===== src/hdl/ftc_map.svh =====
// register offsets, field positions, reset values and timing counts of the fast timer core
// assumes an 8-bit register address and 8-bit register data
`ifndef FTC_MAP_SVH
`define FTC_MAP_SVH

// register offsets
`define FTC_ADDR_SYNTH_CSR 8'h29
`define FTC_ADDR_CTRL_B 8'h2f
`define FTC_ADDR_COUNT 8'h2e
`define FTC_ADDR_CMP_A 8'h2d
`define FTC_ADDR_CMP_B 8'h2c
`define FTC_ADDR_TOP 8'h2b
`define FTC_ADDR_FLAGS 8'h38

// timer_control_b fields
`define FTC_CTRLB_CLEAR_TOP 7
`define FTC_CTRLB_PRE_RESET 6
`define FTC_CTRLB_CS_HI 3
`define FTC_CTRLB_CS_LO 0

// synth_clock_control_status fields
`define FTC_CSR_FAST_EN 2
`define FTC_CSR_SYNTH_EN 1
`define FTC_CSR_LOCK 0

// flags register fields
`define FTC_FLAG_OVF 2
`define FTC_FLAG_CMP_A 1
`define FTC_FLAG_CMP_B 0

// reset values
`define FTC_RST_CTRL_B 8'h00
`define FTC_RST_COUNT 8'h00
`define FTC_RST_CMP 8'h00
`define FTC_RST_TOP 8'h00

// widths and timing
`define FTC_DATA_W 8
`define FTC_PRE_W 14
`define FTC_LOCK_CNT_W 16
`define FTC_COUNT_MAX 8'hff
`define FTC_CLK_MHZ 125
`define FTC_LOCK_TIME_US 100
`define FTC_LOCK_CYCLES (`FTC_LOCK_TIME_US * `FTC_CLK_MHZ)
`define FTC_WR_DELAY_SYNC 2'h0
`define FTC_WR_DELAY_ASYNC 2'h1

`endif


===== src/hdl/ftc_pkg.sv =====
// types of the fast timer core: register bus carrier, synthesizer state, module state
// assumes ftc_map.svh is on the include path
`include "ftc_map.svh"

package ftc_pkg;

  typedef struct packed {
    logic [7:0] addr;
    logic [7:0] wdata;
    logic wr;
    logic rd;
  } ftc_bus_req_t;

  typedef struct packed {
    logic compareFlagA;
    logic compareFlagB;
    logic overflowFlag;
  } ftc_flags_t;

  typedef struct packed {
    logic synthRun;
    logic refOscRun;
    logic asyncMode;
    logic synthLocked;
  } ftc_clk_status_t;

  typedef enum logic [1:0] {
    LK_OFF,
    LK_WAIT,
    LK_LOCKED
  } ftc_lock_st_t;

  typedef struct packed {
    logic clearOnTop;
    logic [3:0] clockSel;
    logic [`FTC_PRE_W-1:0] prescale;
    logic [7:0] count;
    logic [7:0] cmpA;
    logic [7:0] cmpB;
    logic [7:0] top;
    logic counted;
    logic wrPend;
    logic [1:0] wrDelay;
    logic [7:0] wrVal;
    logic [2:0] flagSet;
    ftc_flags_t flags;
    logic fastEn;
    logic synthEn;
    ftc_lock_st_t lockSt;
    logic [`FTC_LOCK_CNT_W-1:0] lockCnt;
    logic [7:0] rdData;
    ftc_clk_status_t clkStat;
  } ftc_state_t;

endpackage


===== src/hdl/ftc_timer.sv =====
// fast timer core: 8-bit up counter, prescaler, two compares, top compare, synth clock switch
// assumes a single-cycle register port and a synchronous one-cycle fast clock tick input
//
// Summary of operation
// - clear-on-top set: match clears counter next cycle
// - clear-on-top clear: counter runs past top
// - prescaler reset bit self-clears, reads zero
// - clock select 0 stops, else source/2^(code-1)
// - counter is 8-bit, read and write
// - count write lands 1 (sync)/2 (async) cycles
// - compares A and B are 8-bit read/write
// - only counting to value makes a match
// - compare match sets its flag after delay
// - top match with clear-on-top set clears counter, sets overflow flag
// - top register same in every mode
// - fast enable selects fast clock, else system
// - fast enable settable only with synth enabled or synth clocking system
// - synth enable starts synth, and reference oscillator unless synth clocks system
// - synth enable reads one when synth clocks system
// - lock indicator rises once synth locked
// - status bits 7..3 zero, bit 0 read-only
// - overflow flag on 0xff to 0 or top to 0
`timescale 1ns/1ps
`default_nettype none

module ftc_timer
  import ftc_pkg::*;
#(
  parameter int LOCK_CYCLES = `FTC_LOCK_CYCLES
)
(
  input wire logic mclk,
  input wire logic arst_n,
  input wire ftc_bus_req_t busReq,
  input wire logic fastClkTick,
  input wire logic sysClkFromSynth,
  output logic [7:0] rdData,
  output ftc_flags_t flags,
  output ftc_clk_status_t clkStatus
);

  localparam logic [`FTC_LOCK_CNT_W-1:0] LOCK_LAST = `FTC_LOCK_CNT_W'(LOCK_CYCLES - 1);

  ////////////////////////////////////////////////////////////////////////////////
  // reset release

  logic rstMeta_q;
  logic rstSync_n;

  always_ff @(posedge mclk or negedge arst_n)
  begin
    if (!arst_n)
    begin
      rstMeta_q <= 1'b0;
      rstSync_n <= 1'b0;
    end
    else
    begin
      rstMeta_q <= 1'b1;
      rstSync_n <= rstMeta_q;
    end
  end

  ////////////////////////////////////////////////////////////////////////////////
  // state

  ftc_state_t st_q;
  ftc_state_t st_d;

  logic wrCtrlB;
  logic wrCount;
  logic wrCsr;
  logic wrFlags;
  logic srcTick;
  logic preTick;
  logic [`FTC_PRE_W:0] preMask;
  logic matchA;
  logic matchB;
  logic matchTop;
  logic topClear;
  logic newSynthEn;
  logic synthEnRead;

  always_comb
  begin
    st_d = st_q;
    preMask = '0;

    wrCtrlB = busReq.wr && (busReq.addr == `FTC_ADDR_CTRL_B);
    wrCount = busReq.wr && (busReq.addr == `FTC_ADDR_COUNT);
    wrCsr = busReq.wr && (busReq.addr == `FTC_ADDR_SYNTH_CSR);
    wrFlags = busReq.wr && (busReq.addr == `FTC_ADDR_FLAGS);

    // source of the prescaler: fast tick in async mode, every cycle otherwise
    srcTick = st_q.fastEn ? fastClkTick : 1'b1;

    // tick when the low (code-1) prescaler bits are all ones
    if (st_q.clockSel != 4'h0)
    begin
      preMask = (`FTC_PRE_W+1)'((`FTC_PRE_W+1)'(1) << (st_q.clockSel - 4'h1)) - (`FTC_PRE_W+1)'(1);
    end
    preTick = srcTick && (st_q.clockSel != 4'h0) &&
              ((st_q.prescale & preMask[`FTC_PRE_W-1:0]) == preMask[`FTC_PRE_W-1:0]);

    // a match exists only in the cycle after the counter counted onto the value
    matchA = st_q.counted && (st_q.count == st_q.cmpA);
    matchB = st_q.counted && (st_q.count == st_q.cmpB);
    matchTop = st_q.counted && (st_q.count == st_q.top);
    // clear lands on the edge closing the match cycle, so the count goes top to zero
    topClear = matchTop && st_q.clearOnTop;

    //////////////////////////////////////////////////////////////////////////////
    // prescaler

    if (wrCtrlB && busReq.wdata[`FTC_CTRLB_PRE_RESET])
    begin
      st_d.prescale = '0;
    end
    else if (st_q.clockSel == 4'h0)
    begin
      st_d.prescale = '0;
    end
    else if (srcTick)
    begin
      st_d.prescale = st_q.prescale + `FTC_PRE_W'(1);
    end

    //////////////////////////////////////////////////////////////////////////////
    // counter

    st_d.counted = 1'b0;
    st_d.flagSet = 3'b000;

    if (st_q.wrPend)
    begin
      if (st_q.wrDelay == 2'h0)
      begin
        st_d.wrPend = 1'b0;
        st_d.count = st_q.wrVal;
      end
      else
      begin
        st_d.wrDelay = st_q.wrDelay - 2'h1;
      end
    end

    if (st_q.wrPend && (st_q.wrDelay == 2'h0))
    begin
      st_d.counted = 1'b0;
    end
    else if (topClear)
    begin
      st_d.count = 8'h00;
      st_d.flagSet[`FTC_FLAG_OVF] = 1'b1;
    end
    else if (preTick)
    begin
      st_d.count = st_q.count + 8'h01;
      st_d.counted = 1'b1;
      if (st_q.count == `FTC_COUNT_MAX)
      begin
        st_d.flagSet[`FTC_FLAG_OVF] = 1'b1;
      end
    end

    if (wrCount)
    begin
      st_d.wrPend = 1'b1;
      st_d.wrVal = busReq.wdata;
      st_d.wrDelay = st_q.fastEn ? `FTC_WR_DELAY_ASYNC : `FTC_WR_DELAY_SYNC;
    end

    if (matchA)
    begin
      st_d.flagSet[`FTC_FLAG_CMP_A] = 1'b1;
    end
    if (matchB)
    begin
      st_d.flagSet[`FTC_FLAG_CMP_B] = 1'b1;
    end

    //////////////////////////////////////////////////////////////////////////////
    // flags: write one clears, a set in the same cycle wins

    if (wrFlags)
    begin
      if (busReq.wdata[`FTC_FLAG_OVF])
      begin
        st_d.flags.overflowFlag = 1'b0;
      end
      if (busReq.wdata[`FTC_FLAG_CMP_A])
      begin
        st_d.flags.compareFlagA = 1'b0;
      end
      if (busReq.wdata[`FTC_FLAG_CMP_B])
      begin
        st_d.flags.compareFlagB = 1'b0;
      end
    end
    if (st_q.flagSet[`FTC_FLAG_OVF])
    begin
      st_d.flags.overflowFlag = 1'b1;
    end
    if (st_q.flagSet[`FTC_FLAG_CMP_A])
    begin
      st_d.flags.compareFlagA = 1'b1;
    end
    if (st_q.flagSet[`FTC_FLAG_CMP_B])
    begin
      st_d.flags.compareFlagB = 1'b1;
    end

    //////////////////////////////////////////////////////////////////////////////
    // control and compare registers

    if (wrCtrlB)
    begin
      st_d.clearOnTop = busReq.wdata[`FTC_CTRLB_CLEAR_TOP];
      st_d.clockSel = busReq.wdata[`FTC_CTRLB_CS_HI:`FTC_CTRLB_CS_LO];
    end
    if (busReq.wr && (busReq.addr == `FTC_ADDR_CMP_A))
    begin
      st_d.cmpA = busReq.wdata;
    end
    if (busReq.wr && (busReq.addr == `FTC_ADDR_CMP_B))
    begin
      st_d.cmpB = busReq.wdata;
    end
    if (busReq.wr && (busReq.addr == `FTC_ADDR_TOP))
    begin
      st_d.top = busReq.wdata;
    end

    //////////////////////////////////////////////////////////////////////////////
    // synthesizer control and lock

    newSynthEn = wrCsr ? busReq.wdata[`FTC_CSR_SYNTH_EN] : st_q.synthEn;
    st_d.synthEn = newSynthEn;
    synthEnRead = st_q.synthEn || sysClkFromSynth;

    if (wrCsr)
    begin
      st_d.fastEn = busReq.wdata[`FTC_CSR_FAST_EN] && (newSynthEn || sysClkFromSynth);
    end
    else if (!synthEnRead)
    begin
      st_d.fastEn = 1'b0;
    end

    unique case (st_q.lockSt)
      LK_OFF:
      begin
        st_d.lockCnt = '0;
        if (synthEnRead)
        begin
          st_d.lockSt = LK_WAIT;
        end
      end
      LK_WAIT:
      begin
        if (!synthEnRead)
        begin
          st_d.lockSt = LK_OFF;
        end
        else if (st_q.lockCnt >= LOCK_LAST)
        begin
          st_d.lockSt = LK_LOCKED;
        end
        else
        begin
          st_d.lockCnt = st_q.lockCnt + `FTC_LOCK_CNT_W'(1);
        end
      end
      LK_LOCKED:
      begin
        if (!synthEnRead)
        begin
          st_d.lockSt = LK_OFF;
        end
      end
    endcase

    st_d.clkStat.synthRun = newSynthEn || sysClkFromSynth;
    st_d.clkStat.refOscRun = newSynthEn && !sysClkFromSynth;
    st_d.clkStat.asyncMode = st_d.fastEn;
    st_d.clkStat.synthLocked = (st_q.lockSt == LK_LOCKED);

    //////////////////////////////////////////////////////////////////////////////
    // read port, data in the cycle after the strobe

    st_d.rdData = 8'h00;
    if (busReq.rd)
    begin
      unique case (busReq.addr)
        `FTC_ADDR_CTRL_B:
        begin
          st_d.rdData = {st_q.clearOnTop, 1'b0, 2'b00, st_q.clockSel};
        end
        `FTC_ADDR_COUNT:
        begin
          st_d.rdData = st_q.count;
        end
        `FTC_ADDR_CMP_A:
        begin
          st_d.rdData = st_q.cmpA;
        end
        `FTC_ADDR_CMP_B:
        begin
          st_d.rdData = st_q.cmpB;
        end
        `FTC_ADDR_TOP:
        begin
          st_d.rdData = st_q.top;
        end
        `FTC_ADDR_SYNTH_CSR:
        begin
          st_d.rdData = {5'b00000, st_q.fastEn, synthEnRead, st_q.lockSt == LK_LOCKED};
        end
        `FTC_ADDR_FLAGS:
        begin
          st_d.rdData = {5'b00000, st_q.flags.overflowFlag, st_q.flags.compareFlagA, st_q.flags.compareFlagB};
        end
        default:
        begin
          st_d.rdData = 8'h00;
        end
      endcase
    end
  end

  always_ff @(posedge mclk or negedge rstSync_n)
  begin
    if (!rstSync_n)
    begin
      st_q <= '{
        clearOnTop: 1'b0,
        clockSel: 4'h0,
        prescale: '0,
        count: `FTC_RST_COUNT,
        cmpA: `FTC_RST_CMP,
        cmpB: `FTC_RST_CMP,
        top: `FTC_RST_TOP,
        counted: 1'b0,
        wrPend: 1'b0,
        wrDelay: 2'h0,
        wrVal: 8'h00,
        flagSet: 3'b000,
        flags: '0,
        fastEn: 1'b0,
        synthEn: 1'b0,
        lockSt: LK_OFF,
        lockCnt: '0,
        rdData: 8'h00,
        clkStat: '0
      };
    end
    else
    begin
      st_q <= st_d;
    end
  end

  assign rdData = st_q.rdData;
  assign flags = st_q.flags;
  assign clkStatus = st_q.clkStat;

endmodule

`default_nettype wire

===== config.mk =====
export PLATFORM = sky130hd
export DESIGN_NAME = ftc_timer
export DESIGN_NICKNAME = d
export VERILOG_FILES = /design/src/hdl/ftc_pkg.sv /design/src/hdl/ftc_timer.sv
export VERILOG_INCLUDE_DIRS = /design/src /design/src/hdl
export SDC_FILE = /design/constraint.sdc
export NUM_CORES = 1
export LEC_CHECK = 0
export BUFFER_PORTS_ARGS = -buffer_cell sky130_fd_sc_hd__buf_2
export CAP_MARGIN = 20
export CORE_MARGIN = 10
export CORE_UTILIZATION = 35
export CTS_CLUSTER_DIAMETER = 150
export DETAILED_ROUTE_END_ITERATION = 7
export MAX_ROUTING_LAYER = met4
export PLACE_DENSITY = 0.62
export RECOVER_POWER = 50
export SETUP_SLACK_MARGIN = 0.1
export SLEW_MARGIN = 15
export SYNTH_ARGS = -nofsm -noshare
export SYNTH_HDL_FRONTEND = slang
export SYNTH_SLANG_ARGS = --single-unit

===== constraint.sdc =====
create_clock -name mclk -period 3.9 [get_ports mclk]
set_clock_uncertainty 0.2 [all_clocks]
set_input_delay 0.78 -clock mclk [delete_from_list [all_inputs] [get_ports mclk]]
set_output_delay 0.78 -clock mclk [all_outputs]
set_load 0.1 [all_outputs]

; Word level (Yosys, flattened, before mapping)
; Cells that the tools add are included.
[op_classes]
n_reduce_logical = 39
n_bitwise = 1
magnitude_cmp = 1
n_mux = 44
shifts = 1
add_sub_neg = 6
eq_ne = 21
[ops]
columns = cell, n
row1 = "equality test 8 x 6 -> 1 bit, second input constant", 7
row2 = two-way mux 14 bit, 4
row3 = one-hot mux 8 bit (7 select lines), 1
row4 = two-way mux 8 bit, 6
row5 = two-way mux 16 bit, 2
row6 = one-hot mux 16 bit (2 select lines), 1
row7 = equality test 8 bit, 3
row8 = two-way mux 1 bit, 21
row9 = logical AND 1 bit, 17
row10 = "adder 16 x 1 -> 16 bit, second input constant", 1
row11 = ">= comparator 16 x 14 -> 1 bit, second input constant", 1
row12 = nonzero test 2 bit, 8
row13 = "adder 14 x 1 -> 14 bit, second input constant", 1
row14 = bitwise AND 14 bit, 1
row15 = equality test 14 bit, 1
row16 = "<< shifter 1 x 4 -> 14 bit, first input constant", 1
row17 = "subtractor 14 x 2 -> 14 bit, second input constant", 1
row18 = "inequality test 2 bit, second input constant", 6
row19 = two-way mux 11 bit, 1
row20 = two-way mux 2 bit, 5
row21 = "adder 8 x 1 -> 8 bit, second input constant", 1
row22 = "equality test 8 bit, second input constant", 1
row23 = AND reduction 2 bit, 4
row24 = two-way mux 3 bit, 2
row25 = 13 further kinds, 16
[word_totals]
out_inout_bits = 15
regBits = 102
wordCells = 138
input_bits = 22

; Longest topological paths before layout
; Gate-level depths: netlist of run 1.
[logic_depth]
word_depth = 10
mapped_depth = 12
depth_no_buf = 10

; Worst setup path before layout of run 1
; OpenSTA, ideal clock, no wires.
[synth_timing]
kind = register -> register
start = register st_q[98] in the netlist's numbering
end = register st_q[37] in the netlist's numbering
setup_ns = 0.078
path_slack_ns = 0.674
stages_incl_launch_ff = 13
n_path_buf = 2
arrival_ns = 2.948
path_cell_list = dfrtp_1 > buf_2 > buf_2 > nor3_1 > nand2_1 > ha_1 > o22ai_1 > nor4b_2 > nand4_1 > nor4_2 > nand2_4 > or4_1 > a21oi_1
[synth_rtl]
columns = element, line_no
row1 = from (decl), ftc_timer.sv:67  ; ftc_state_t st_q;
row2 = from (signal assigned), ftc_timer.sv:335  ; st_q <= '{
row3 = from (signal assigned), ftc_timer.sv:359  ; st_q <= st_d;

==> results of run 1 <==
-- per-stage QoR --
| step | power [µW] | area, µm² | setup WS [ps] |
|---|---|---|---|
| global route | 2619 | 6190 | 452.0 |
| detailed placement | 1569 | 5887 | 718.2 |
| finish | 2490 | 6190 | 643.2 |
| global placement | 1546 | 5887 | 797.3 |
| floorplan | 1456 | 5599 | 648.3 |
| CTS | 2521 | 6205 | 681.7 |
-- routing by layer --
metal | vias to the layer above | global-route usage, % | wire length [µm]
li1 | 1947 | - | -
met1 | 2054 | 15.99 | 6034
met2 | 121 | 19.04 | 6139
met3 | 16 | 2.967 | 615
met4 | 0 | 4.605 | 253
met5 | - | - | 0
-- power groups by stage --
stage / registers (µW) / logic, µW / clock network, µW
global placement: 1180 / 367 / 0
detailed placement: 1180 / 386 / 0
floorplan: 1170 / 284 / 0
global route: 1170 / 436 / 1010
CTS: 1160 / 389 / 970
finish: 1160 / 385 / 943
-- kinds of logic (layout without fill, tap and decap cells) --
| group | after synthesis | count (layout) |
|---|---|---|
| adder cells (fa/ha/maj) | 13 | 13 |
| AND/OR/NAND/NOR | 189 | 189 |
| XOR/XNOR | 52 | 52 |
| other | 1 | 1 |
| buffers and inverters | 57 | 76 |
| AO/OA/AOI/OAI | 81 | 81 |
| flip-flops | 102 | 102 |
| multiplexers | 56 | 56 |
-- registers in the layout (all words and copies together) (netlist names) --
name,count
rstMeta_q,1
clkStatus,4
st_q,85
rdData,8
flags,3
rstSync_n,1
-- cell usage after synthesis (5+ instances only) --
cell type    n  area share, %
dfrtp_1    102             46
nor2_1      53            3.6
nand2_1     40            2.7
mux2_2      37            7.4
xor2_1      36            5.6
nand3_1     24            2.1
o21ai_0     22            2.0
mux2i_1     19            3.4
clkbuf_1    18            1.2
xnor2_1     16            2.5
buf_4       15            2.0
ha_1        13            2.9
inv_1       13           0.87
a21oi_1     12            1.1
and3_1       9            1.0
nor4_1       9            1.0
nand2b_1     8           0.89
nand4_1      8           0.89
buf_2        7           0.63
nor3b_1      7           0.94
nor3_1       6           0.54
o22ai_1      6           0.67
nor2b_1      5           0.56
o211ai_1     5           0.67
-- cell type report --
cell class / count / area [µm²] / area share [%]
Multi-Input combinational cell: 392 / 2760 / 44.59
Sequential cell: 102 / 2552 / 41.24
Tap cell: 216 / 270.3 / 4.366
Timing Repair Buffer: 46 / 246.5 / 3.982
Clock buffer: 11 / 232.7 / 3.760
Clock inverter: 5 / 75.07 / 1.213
Inverter: 14 / 52.55 / 0.8490
-- worst paths after layout --
kind	start	end	slack, ps
worst max-delay path	st_q[96]$_DFFE_PN0P_	st_q[37]$_DFF_PN0_	640
worst min-delay path	rstMeta_q$_DFF_PN0_	rstSync_n$_DFF_PN0_	160
worst max register to register	st_q[96]$_DFFE_PN0P_	st_q[37]$_DFF_PN0_	640
worst min register to register	rstMeta_q$_DFF_PN0_	rstSync_n$_DFF_PN0_	160
max in group asynchronous	rstSync_n$_DFF_PN0_	st_q[91]$_DFFE_PN0P_	1260
min in group asynchronous	rstSync_n$_DFF_PN0_	flags[1]$_DFFE_PN0P_	240
-- repair_timing --
item	in CTS	in global routing
setup endpoints to repair	0	0
hold buffers	1	0
hold endpoints to repair	2	0
==> impl_metrics.yaml, run 1 <==
outcome:
  outcome: "complete, but fails checks"
  violations: "capacitance limit, slew limit"
critical_path:
  critPathCaptureType: "flop"
  start_kind: "flop"
  cp_slowest_cell: "dfrtp_1"
  rr_worst_depth: 11
  critPathMaxFanout: 15
  worst-setup-path-type: "reg -> reg"
  crit_chain: "nor3_1 > nand2_1 > ha_1 > o22ai_1 > nor4b_2 > nand4_1 > nor4_2 > buf_4 > nand2_4 > or4_1 > a21oi_1"
  cp.buffers_inverters: 1
  cp_slowest_stage_delay_ps: 530
  crit_cells: 11
  critPathArrivalTime_ps: 3330
  worstPathRequired_ps: 3970
  critPathTopFamily: "simple AND/OR/NAND/NOR gates"
timing:
  totalNegativeSetupSlack_ps: 0
  slew_headroom_pct: -4.368
  hold_violations: 0
  rsz0062_at_grt: "false"
  finalSetupViolCount: 0
  worst_pin_slew_ps: 1566
  finalHoldWorstSlack_ps: 158.3
  fin_crit_ps: 3257
  slew_violations: 29
  clock.fmax_mhz: 307.1
  finalCritPeriodShare_pct: 83.51
cells_and_area:
  drive_gt1_share_pct: 17.19
  final_cell_mix: "dfrtp_1, nor2_1, nand2_1"
  final_common_cell: "dfrtp_1"
  area_growth_pct: 10.55
  fillCellCount: 1551
  n_antenna_cell: 0
  finalNetCount: 600
  fin_util_pct: 39.25
  layout.cells.non_filler: 786
route:
  vias: 4138
  via_per_inst: 5.265
  drc: 0
  wl_per_cell_um: 16.59
  ant_nets: 0
  wirelength_um: 13040
  dr.pass1.iters: 5
  first_iter_violations: 246
power_and_ir_drop:
  clkPwrFrac_pct: 37.9
  pwr-share-comb_pct: 15.5
  p_sw_uw: 687.2
  power_frac_seq_pct: 46.7
  p_int_uw: 1803
  swShare_pct: 27.60
  power.leakage_uw: 0.002877
  ir_drop_mv: 0.2594
  power_density_mw_per_mm2: 402.3
clock_network:
  cts_buffer_depth: 2
  cts_made_buffers: 9
  clk_latency_ps: 360
  cts_sinks: 102
  cts_tree: "yes"
  htree_levels: 3
  postCtsSetupRepairBufs: 0
  path_clk_slew_ps: 70
  post_cts_resized: 0
  cts_root_buf: "clkbuf_16"
synth:
  syn-num-nets: 586
  async_flop_share_pct: 100.0
  synth-xor-area-share_pct: 8.134
  synth-simple-area-share_pct: 17.32
  ys_seq_area_share_pct: 45.59
  syn-cell-area_mm2: 0.005599
  syn-instance-count: 551
  synth_seq_cells: 102
  synth-compound-area-share_pct: 10.03
  ys.flop_type: "dfrtp_1"
  synth_area_per_cell_um2: 10.16
  synthAdderAreaFrac_pct: 2.905
  synth_edf_count: 0
  ys_warn_count: 0
  synthDistinctLibCells: 61
  synth_mux_area_share_pct: 10.84
  synth_top_family_by_area: "simple AND/OR/NAND/NOR gates"
die:
  core-area_mm2: 0.01577
  fp-row-count: 46
  ios: 37
  start_util_pct: 35.50
  die_h_um: 146.5
  die_width_um: 146.5
  dieArea_mm2: 0.02146
placement:
  place_hpwl_um: 9495
  gp_congestion: 0.9596
  port_buffers: 36
  dp_cells: 769
grt:
  grt_use_total_pct: 12.55
  overflow: 0
  grt_max_degree: 48
  grt_pass1_wl_um: 21540
  antenna_found_initial: 0
  grt_pass1_vias: 4098
min_path:
  hold_class: "reg -> reg"
  holdPathStages: 0
job:
  max_cap_violations: 1
(Power assumes the default switching activity.)
==> run 2, diff against run 1 <==
==> constraint.sdc (replaced) <==
create_clock -name mclk -period 3.3 [get_ports mclk]
set_clock_uncertainty 0.2 [all_clocks]
set_input_delay 0.66 -clock mclk [delete_from_list [all_inputs] [get_ports mclk]]
set_output_delay 0.66 -clock mclk [all_outputs]
set_load 0.1 [all_outputs]
==> run 2 against run 1 <==
- wire length grew 1.5%
- hold slack gained 1.8 ps
- first-iteration DRC count shrank 7.3%
- clock-buffer cell count is the same
- largest cell class unchanged
- critical path type unchanged
- cell count grew 1.7%
- sequential cell count is the same
- via count shrank 0.85%
- the flow now finishes without violations
==> impl_metrics.yaml, run 2 (synthesized netlist as in run 1, its figures left out) <==
power_and_ir_drop:
  ir_drop_mv: 0.3328
  power_density_mw_per_mm2: 484.8
  power.leakage_uw: 0.002973
  p_total_uw: 3069
critical_path:
  worst-setup-path-type: "reg -> reg"
  cp_slowest_stage_delay_ps: 530
  worstPathRequired_ps: 3380
  critPathMaxFanout: 9
  cp_slowest_cell: "or4_1"
  crit_chain: "nor3_1 > nand2_1 > ha_1 > o22ai_1 > nor4b_2 > nand4_1 > nor4_4 > nand2_4 > or4_1 > a21oi_1"
  critPathArrivalTime_ps: 3130
  start_kind: "flop"
  critPathCaptureType: "flop"
cells_and_area:
  finalNetCount: 613
  n_antenna_cell: 0
  final_cell_mix: "dfrtp_1, nor2_1, nand2_1"
  drive_gt1_share_pct: 19.38
  regMostFlops: "st_q"
  final_common_cell: "dfrtp_1"
  area_growth_pct: 13.05
  largest_register_ffs: 85
die:
  fp-row-count: 46
  core-area_mm2: 0.01577
  start_util_pct: 35.50
  ios: 37
  dieArea_mm2: 0.02146
  die_width_um: 146.5
  die_h_um: 146.5
grt:
  overflow: 0
  grt_pass1_wl_um: 22290
  grt_use_total_pct: 13.01
  grt_pass1_vias: 4258
  grt_max_degree: 82
  antenna_found_initial: 0
clock_network:
  cts_tree: "yes"
  cts_made_buffers: 9
  clk_latency_ps: 360
  path_clk_slew_ps: 70
  htree_levels: 3
  cts_root_buf: "clkbuf_16"
  cts_buffer_depth: 2
  cts_sinks: 102
timing:
  rsz0062_at_grt: "false"
  hold_violations: 0
  slew_violations: 0
  finalCritPeriodShare_pct: 92.29
  slew_headroom_pct: 3.564
  worst_slack_ps: 254.3
  worst_pin_slew_ps: 1447
  fin_crit_ps: 3046
  clock.fmax_mhz: 328.3
  finalSetupViolCount: 0
  totalNegativeSetupSlack_ps: 0
route:
  drc: 0
  dr.pass1.iters: 4
  wirelength_um: 13240
  wl_per_cell_um: 16.57
  first_iter_violations: 228
  ant_nets: 0
  vias: 4103
  via_per_inst: 5.135
min_path:
  hold_class: "reg -> reg"
job:
  max_cap_violations: 0
placement:
  place_hpwl_um: 9657
  port_buffers: 36
  place_ws_ps: 134.6
  gp_congestion: 0.8723
outcome:
  outcome: "completed"
[run 2: cell types whose count changed in the layout (fill, tap and decap cells not counted), sizes merged]
| cell | before | now |
|---|---|---|
| buf | 39 | 52 |
| clkinv | 3 | 1 |
| bufinv | 2 | 3 |
| inv | 14 | 15 |
[run 2: repair_timing]
item / CTS / global route
setup buffers: 0 / 1
hold buffers: 1 / 0
gates resized for setup: 0 / 1
endpoints found under the setup margin: 0 / 5
endpoints found under the hold margin: 2 / 0
[run 2: power breakdown]
part / internal (µW) / total, µW / switching [µW]
Combinational: 166 / 462 / 296
Sequential: 1310 / 1370 / 61.7
Clock: 764 / 1240 / 474
Total: 2240 / 3070 / 831
[run 2: critical path, delay by kind of cell, from the launching register on]
family | cells | cell delay (ps)
and+or+nand+nor | 7 | 1810
DFF | 1 | 450
adders and majority gates | 1 | 280
AOI/OAI and AO/OA | 2 | 240
[run 2: path summary, 6_finish.rpt]
path	start	to	slack, ps	cells past startpoint
max	st_q[98]$_DFFE_PN0P_	st_q[37]$_DFF_PN0_	250	10
min	rstMeta_q$_DFF_PN0_	rstSync_n$_DFF_PN0_	160	0
max reg2reg	st_q[98]$_DFFE_PN0P_	st_q[37]$_DFF_PN0_	250	10
min reg2reg	rstMeta_q$_DFF_PN0_	rstSync_n$_DFF_PN0_	160	0
max in group asynchronous	rstSync_n$_DFF_PN0_	st_q[48]$_DFF_PN0_	690	1
min in group asynchronous	rstSync_n$_DFF_PN0_	flags[2]$_DFFE_PN0P_	400	0
[run 2: metal layers]
metal | vias to the layer above | GRT usage [%] | share of wire [%]
li1 | 1975 | - | -
met1 | 2045 | 16.61 | 48
met2 | 63 | 20.02 | 48
met3 | 20 | 2.781 | 3.0
met4 | 0 | 4.555 | 1.5
met5 | - | - | 0
[run 2: stage by stage]
stage | std cells | hold WS, ps | area (µm²) | utilization (%)
6_report | 799 | 160.0 | 6330 | 40.14
5_1_grt | 799 | 166.5 | 6330 | 40.14
4_1_cts | 797 | 162.5 | 6335 | 40.17
3_5_place_dp | 780 | 145.8 | 5978 | 37.91
3_3_place_gp | 780 | 135.4 | 5978 | 37.91
2_1_floorplan | 551 | 131.1 | 5609 | -
[run 2: final cells by class]
| cell class | count | area, µm² |
|---|---|---|
| clock buffers | 11 | 242.7 |
| clock inverters | 5 | 103.9 |
| fillers | 1550 | 9440 |
| inverters | 14 | 52.55 |
| multi-input cells | 392 | 2769 |
| flip-flops and latches | 102 | 2552 |
| well taps | 216 | 270.3 |
| repair buffers | 59 | 339.1 |
==> run 3, diff against run 2 <==
--- a/config.mk
+++ b/config.mk
@@ -8,12 +8,14 @@
 export LEC_CHECK = 0
 export BUFFER_PORTS_ARGS = -buffer_cell sky130_fd_sc_hd__buf_2
 export CAP_MARGIN = 20
+export CELL_PAD_IN_SITES_DETAIL_PLACEMENT = 1
+export CELL_PAD_IN_SITES_GLOBAL_PLACEMENT = 1
 export CORE_MARGIN = 10
 export CORE_UTILIZATION = 35
 export CTS_CLUSTER_DIAMETER = 150
 export DETAILED_ROUTE_END_ITERATION = 7
 export MAX_ROUTING_LAYER = met4
-export PLACE_DENSITY = 0.62
+export PLACE_DENSITY = 0.72
 export RECOVER_POWER = 50
 export SETUP_SLACK_MARGIN = 0.1
 export SLEW_MARGIN = 15
==> run 3 against run 2 <==
- the flow now finishes with violations (capacitance limit, slew limit)
- largest power group unchanged
- clock-buffer cell count is 1 lower
- largest cell class unchanged
- die area did not move
- sequential share of layout area shrank 0.22 points
- core utilization up 0.26 points
- first-iteration DRC count rose by 30%
- wire length is 15% higher
- non-clock buffer count increased by 10
- worst setup slack got worse by 5.0 ps
- final area up 0.65%
- sequential power barely moved
- fmax down 0.16%
==> impl_metrics.yaml, run 3 (synthesized netlist as in run 1, its figures left out) <==
die:
  dieArea_mm2: 0.02146
  core-area_mm2: 0.01577
  die_width_um: 146.5
  fp-row-count: 46
  ios: 37
  die_h_um: 146.5
  start_util_pct: 35.50
timing:
  finalSetupViolCount: 0
  totalNegativeSetupSlack_ps: 0
  worst_pin_slew_ps: 2155
  slew_headroom_pct: -43.67
  slew_violations: 50
  clock.fmax_mhz: 327.8
  rsz0062_at_grt: "false"
  finalCritPeriodShare_pct: 92.44
  hold_violations: 0
  fin_crit_ps: 3051
cells_and_area:
  final_cell_mix: "dfrtp_1, nor2_1, nand2_1"
  n_antenna_cell: 0
  fin_util_pct: 40.40
  fillCellCount: 1810
  seq_area_mm2: 0.002555
  area_growth_pct: 13.79
  largest_register_ffs: 85
  finalNetCount: 623
  final_common_cell: "dfrtp_1"
  regMostFlops: "st_q"
  final_cell_area_mm2: 0.006371
  drive_gt1_share_pct: 21.08
  layout.cells.non_filler: 809
  multi_input_comb_area_mm2: 0.002774
grt:
  antenna_found_initial: 0
  grt_max_degree: 51
  overflow: 0
  grt_pass1_vias: 4487
  grt_pass1_wl_um: 24900
  grt_use_total_pct: 14.83
job:
  max_cap_violations: 1
power_and_ir_drop:
  power.leakage_uw: 0.002991
  power_density_mw_per_mm2: 456.9
  p_total_uw: 2911
  ir_drop_mv: 0.2567
min_path:
  hp-start: "rstMeta_q$_DFF_PN0_"
  min_to: "rstSync_n$_DFF_PN0_"
  hold_class: "reg -> reg"
  holdPathStages: 0
placement:
  dp_cells: 784
  placed_area_mm2: 0.006021
  place_hpwl_um: 11520
  gp_congestion: 0.8305
  port_buffers: 36
critical_path:
  r2r_slack_ps: 250
  critPathTopFamily: "simple AND/OR/NAND/NOR gates"
  critPathMaxFanout: 9
  r2r-start: "st_q[99]$_DFFE_PN0P_"
  crit_chain: "inv_2 > nand4_1 > ha_1 > o22ai_1 > nor4b_2 > nand4_1 > nor4_4 > buf_4 > nand2_4 > or4_1 > a21oi_1"
  rr_worst_depth: 11
  worstPathRequired_ps: 3380
  worst-setup-path-type: "reg -> reg"
  regToRegEndpoint: "st_q[37]$_DFF_PN0_"
  cp_slowest_cell: "or4_1"
  start_kind: "flop"
  critPathArrivalTime_ps: 3130
  cp.buffers_inverters: 2
  crit_top_cell: "nand4_1"
  cp_slowest_stage_delay_ps: 520
  critPathCaptureType: "flop"
clock_network:
  path_clk_slew_ps: 70
  cts_sinks: 102
  cts_buffer_depth: 2
  htree_levels: 3
  cts_tree: "yes"
  clk_latency_ps: 360
  cts_made_buffers: 9
  cts_root_buf: "clkbuf_16"
route:
  dr.pass1.iters: 4
  wl_per_cell_um: 18.86
  ant_nets: 0
  drc: 0
  vias: 4278
  wirelength_um: 15260
  via_per_inst: 5.288
  first_iter_violations: 297
outcome:
  violations: "capacitance limit, slew limit"
  outcome: "complete, but fails checks"
-- run 3: worst max path at each step --
stage | from | endpoint | cells after the start
detailed placement | st_q[99]$_DFFE_PN0P_ | st_q[37]$_DFF_PN0_ | 10
global placement | st_q[98]$_DFFE_PN0P_ | st_q[37]$_DFF_PN0_ | 10
global route | st_q[99]$_DFFE_PN0P_ | st_q[37]$_DFF_PN0_ | 11
floorplan | st_q[98]$_DFFE_PN0P_ | st_q[37]$_DFF_PN0_ | 12
finish | st_q[99]$_DFFE_PN0P_ | st_q[37]$_DFF_PN0_ | 11
CTS | st_q[98]$_DFFE_PN0P_ | st_q[37]$_DFF_PN0_ | 9
-- run 3: layer usage --
metal  wire, µm  GRT usage [%]  vias up
met1       7286          19.61     2187
met5          0              -        -
met2       7254          22.77       76
met4        229          4.855        0
li1           -              -     1999
met3        487          2.318       16
-- run 3: power breakdown --
group	total, µW	switching (µW)	leakage [µW]	internal [µW]
Sequential	1380	67.9	0.00139	1310
Combinational	480	309	0.00146	171
Clock	1060	509	0.000143	546
-- run 3: through the flow --
step	hold WS (ps)	worst slack, ps
after global placement	138.0	210.9
after global routing	179.1	43.80
final	166.5	249.3
after CTS	169.5	150.7
after floorplan	131.1	127.9
after detailed placement	139.5	111.7
-- run 3: cell type report --
| type | count | share of cell area, % |
|---|---|---|
| tap | 216 | 4.242 |
| clock buffer | 10 | 3.751 |
| multi-input combinational | 392 | 43.54 |
| clock inverter | 6 | 0.8248 |
| sequential | 102 | 40.10 |
| timing repair buffer | 69 | 6.677 |
| inverter | 14 | 0.8641 |
-- run 3: repair_timing --
| action | in CTS | in global routing |
|---|---|---|
| endpoints found under the hold margin | 2 | 0 |
| gates resized for setup | 0 | 6 |
| hold buffers | 1 | 0 |
| endpoints found under the setup margin | 1 | 1 |
| buffers inserted | 0 | 8 |
| pin swaps | 1 | 5 |
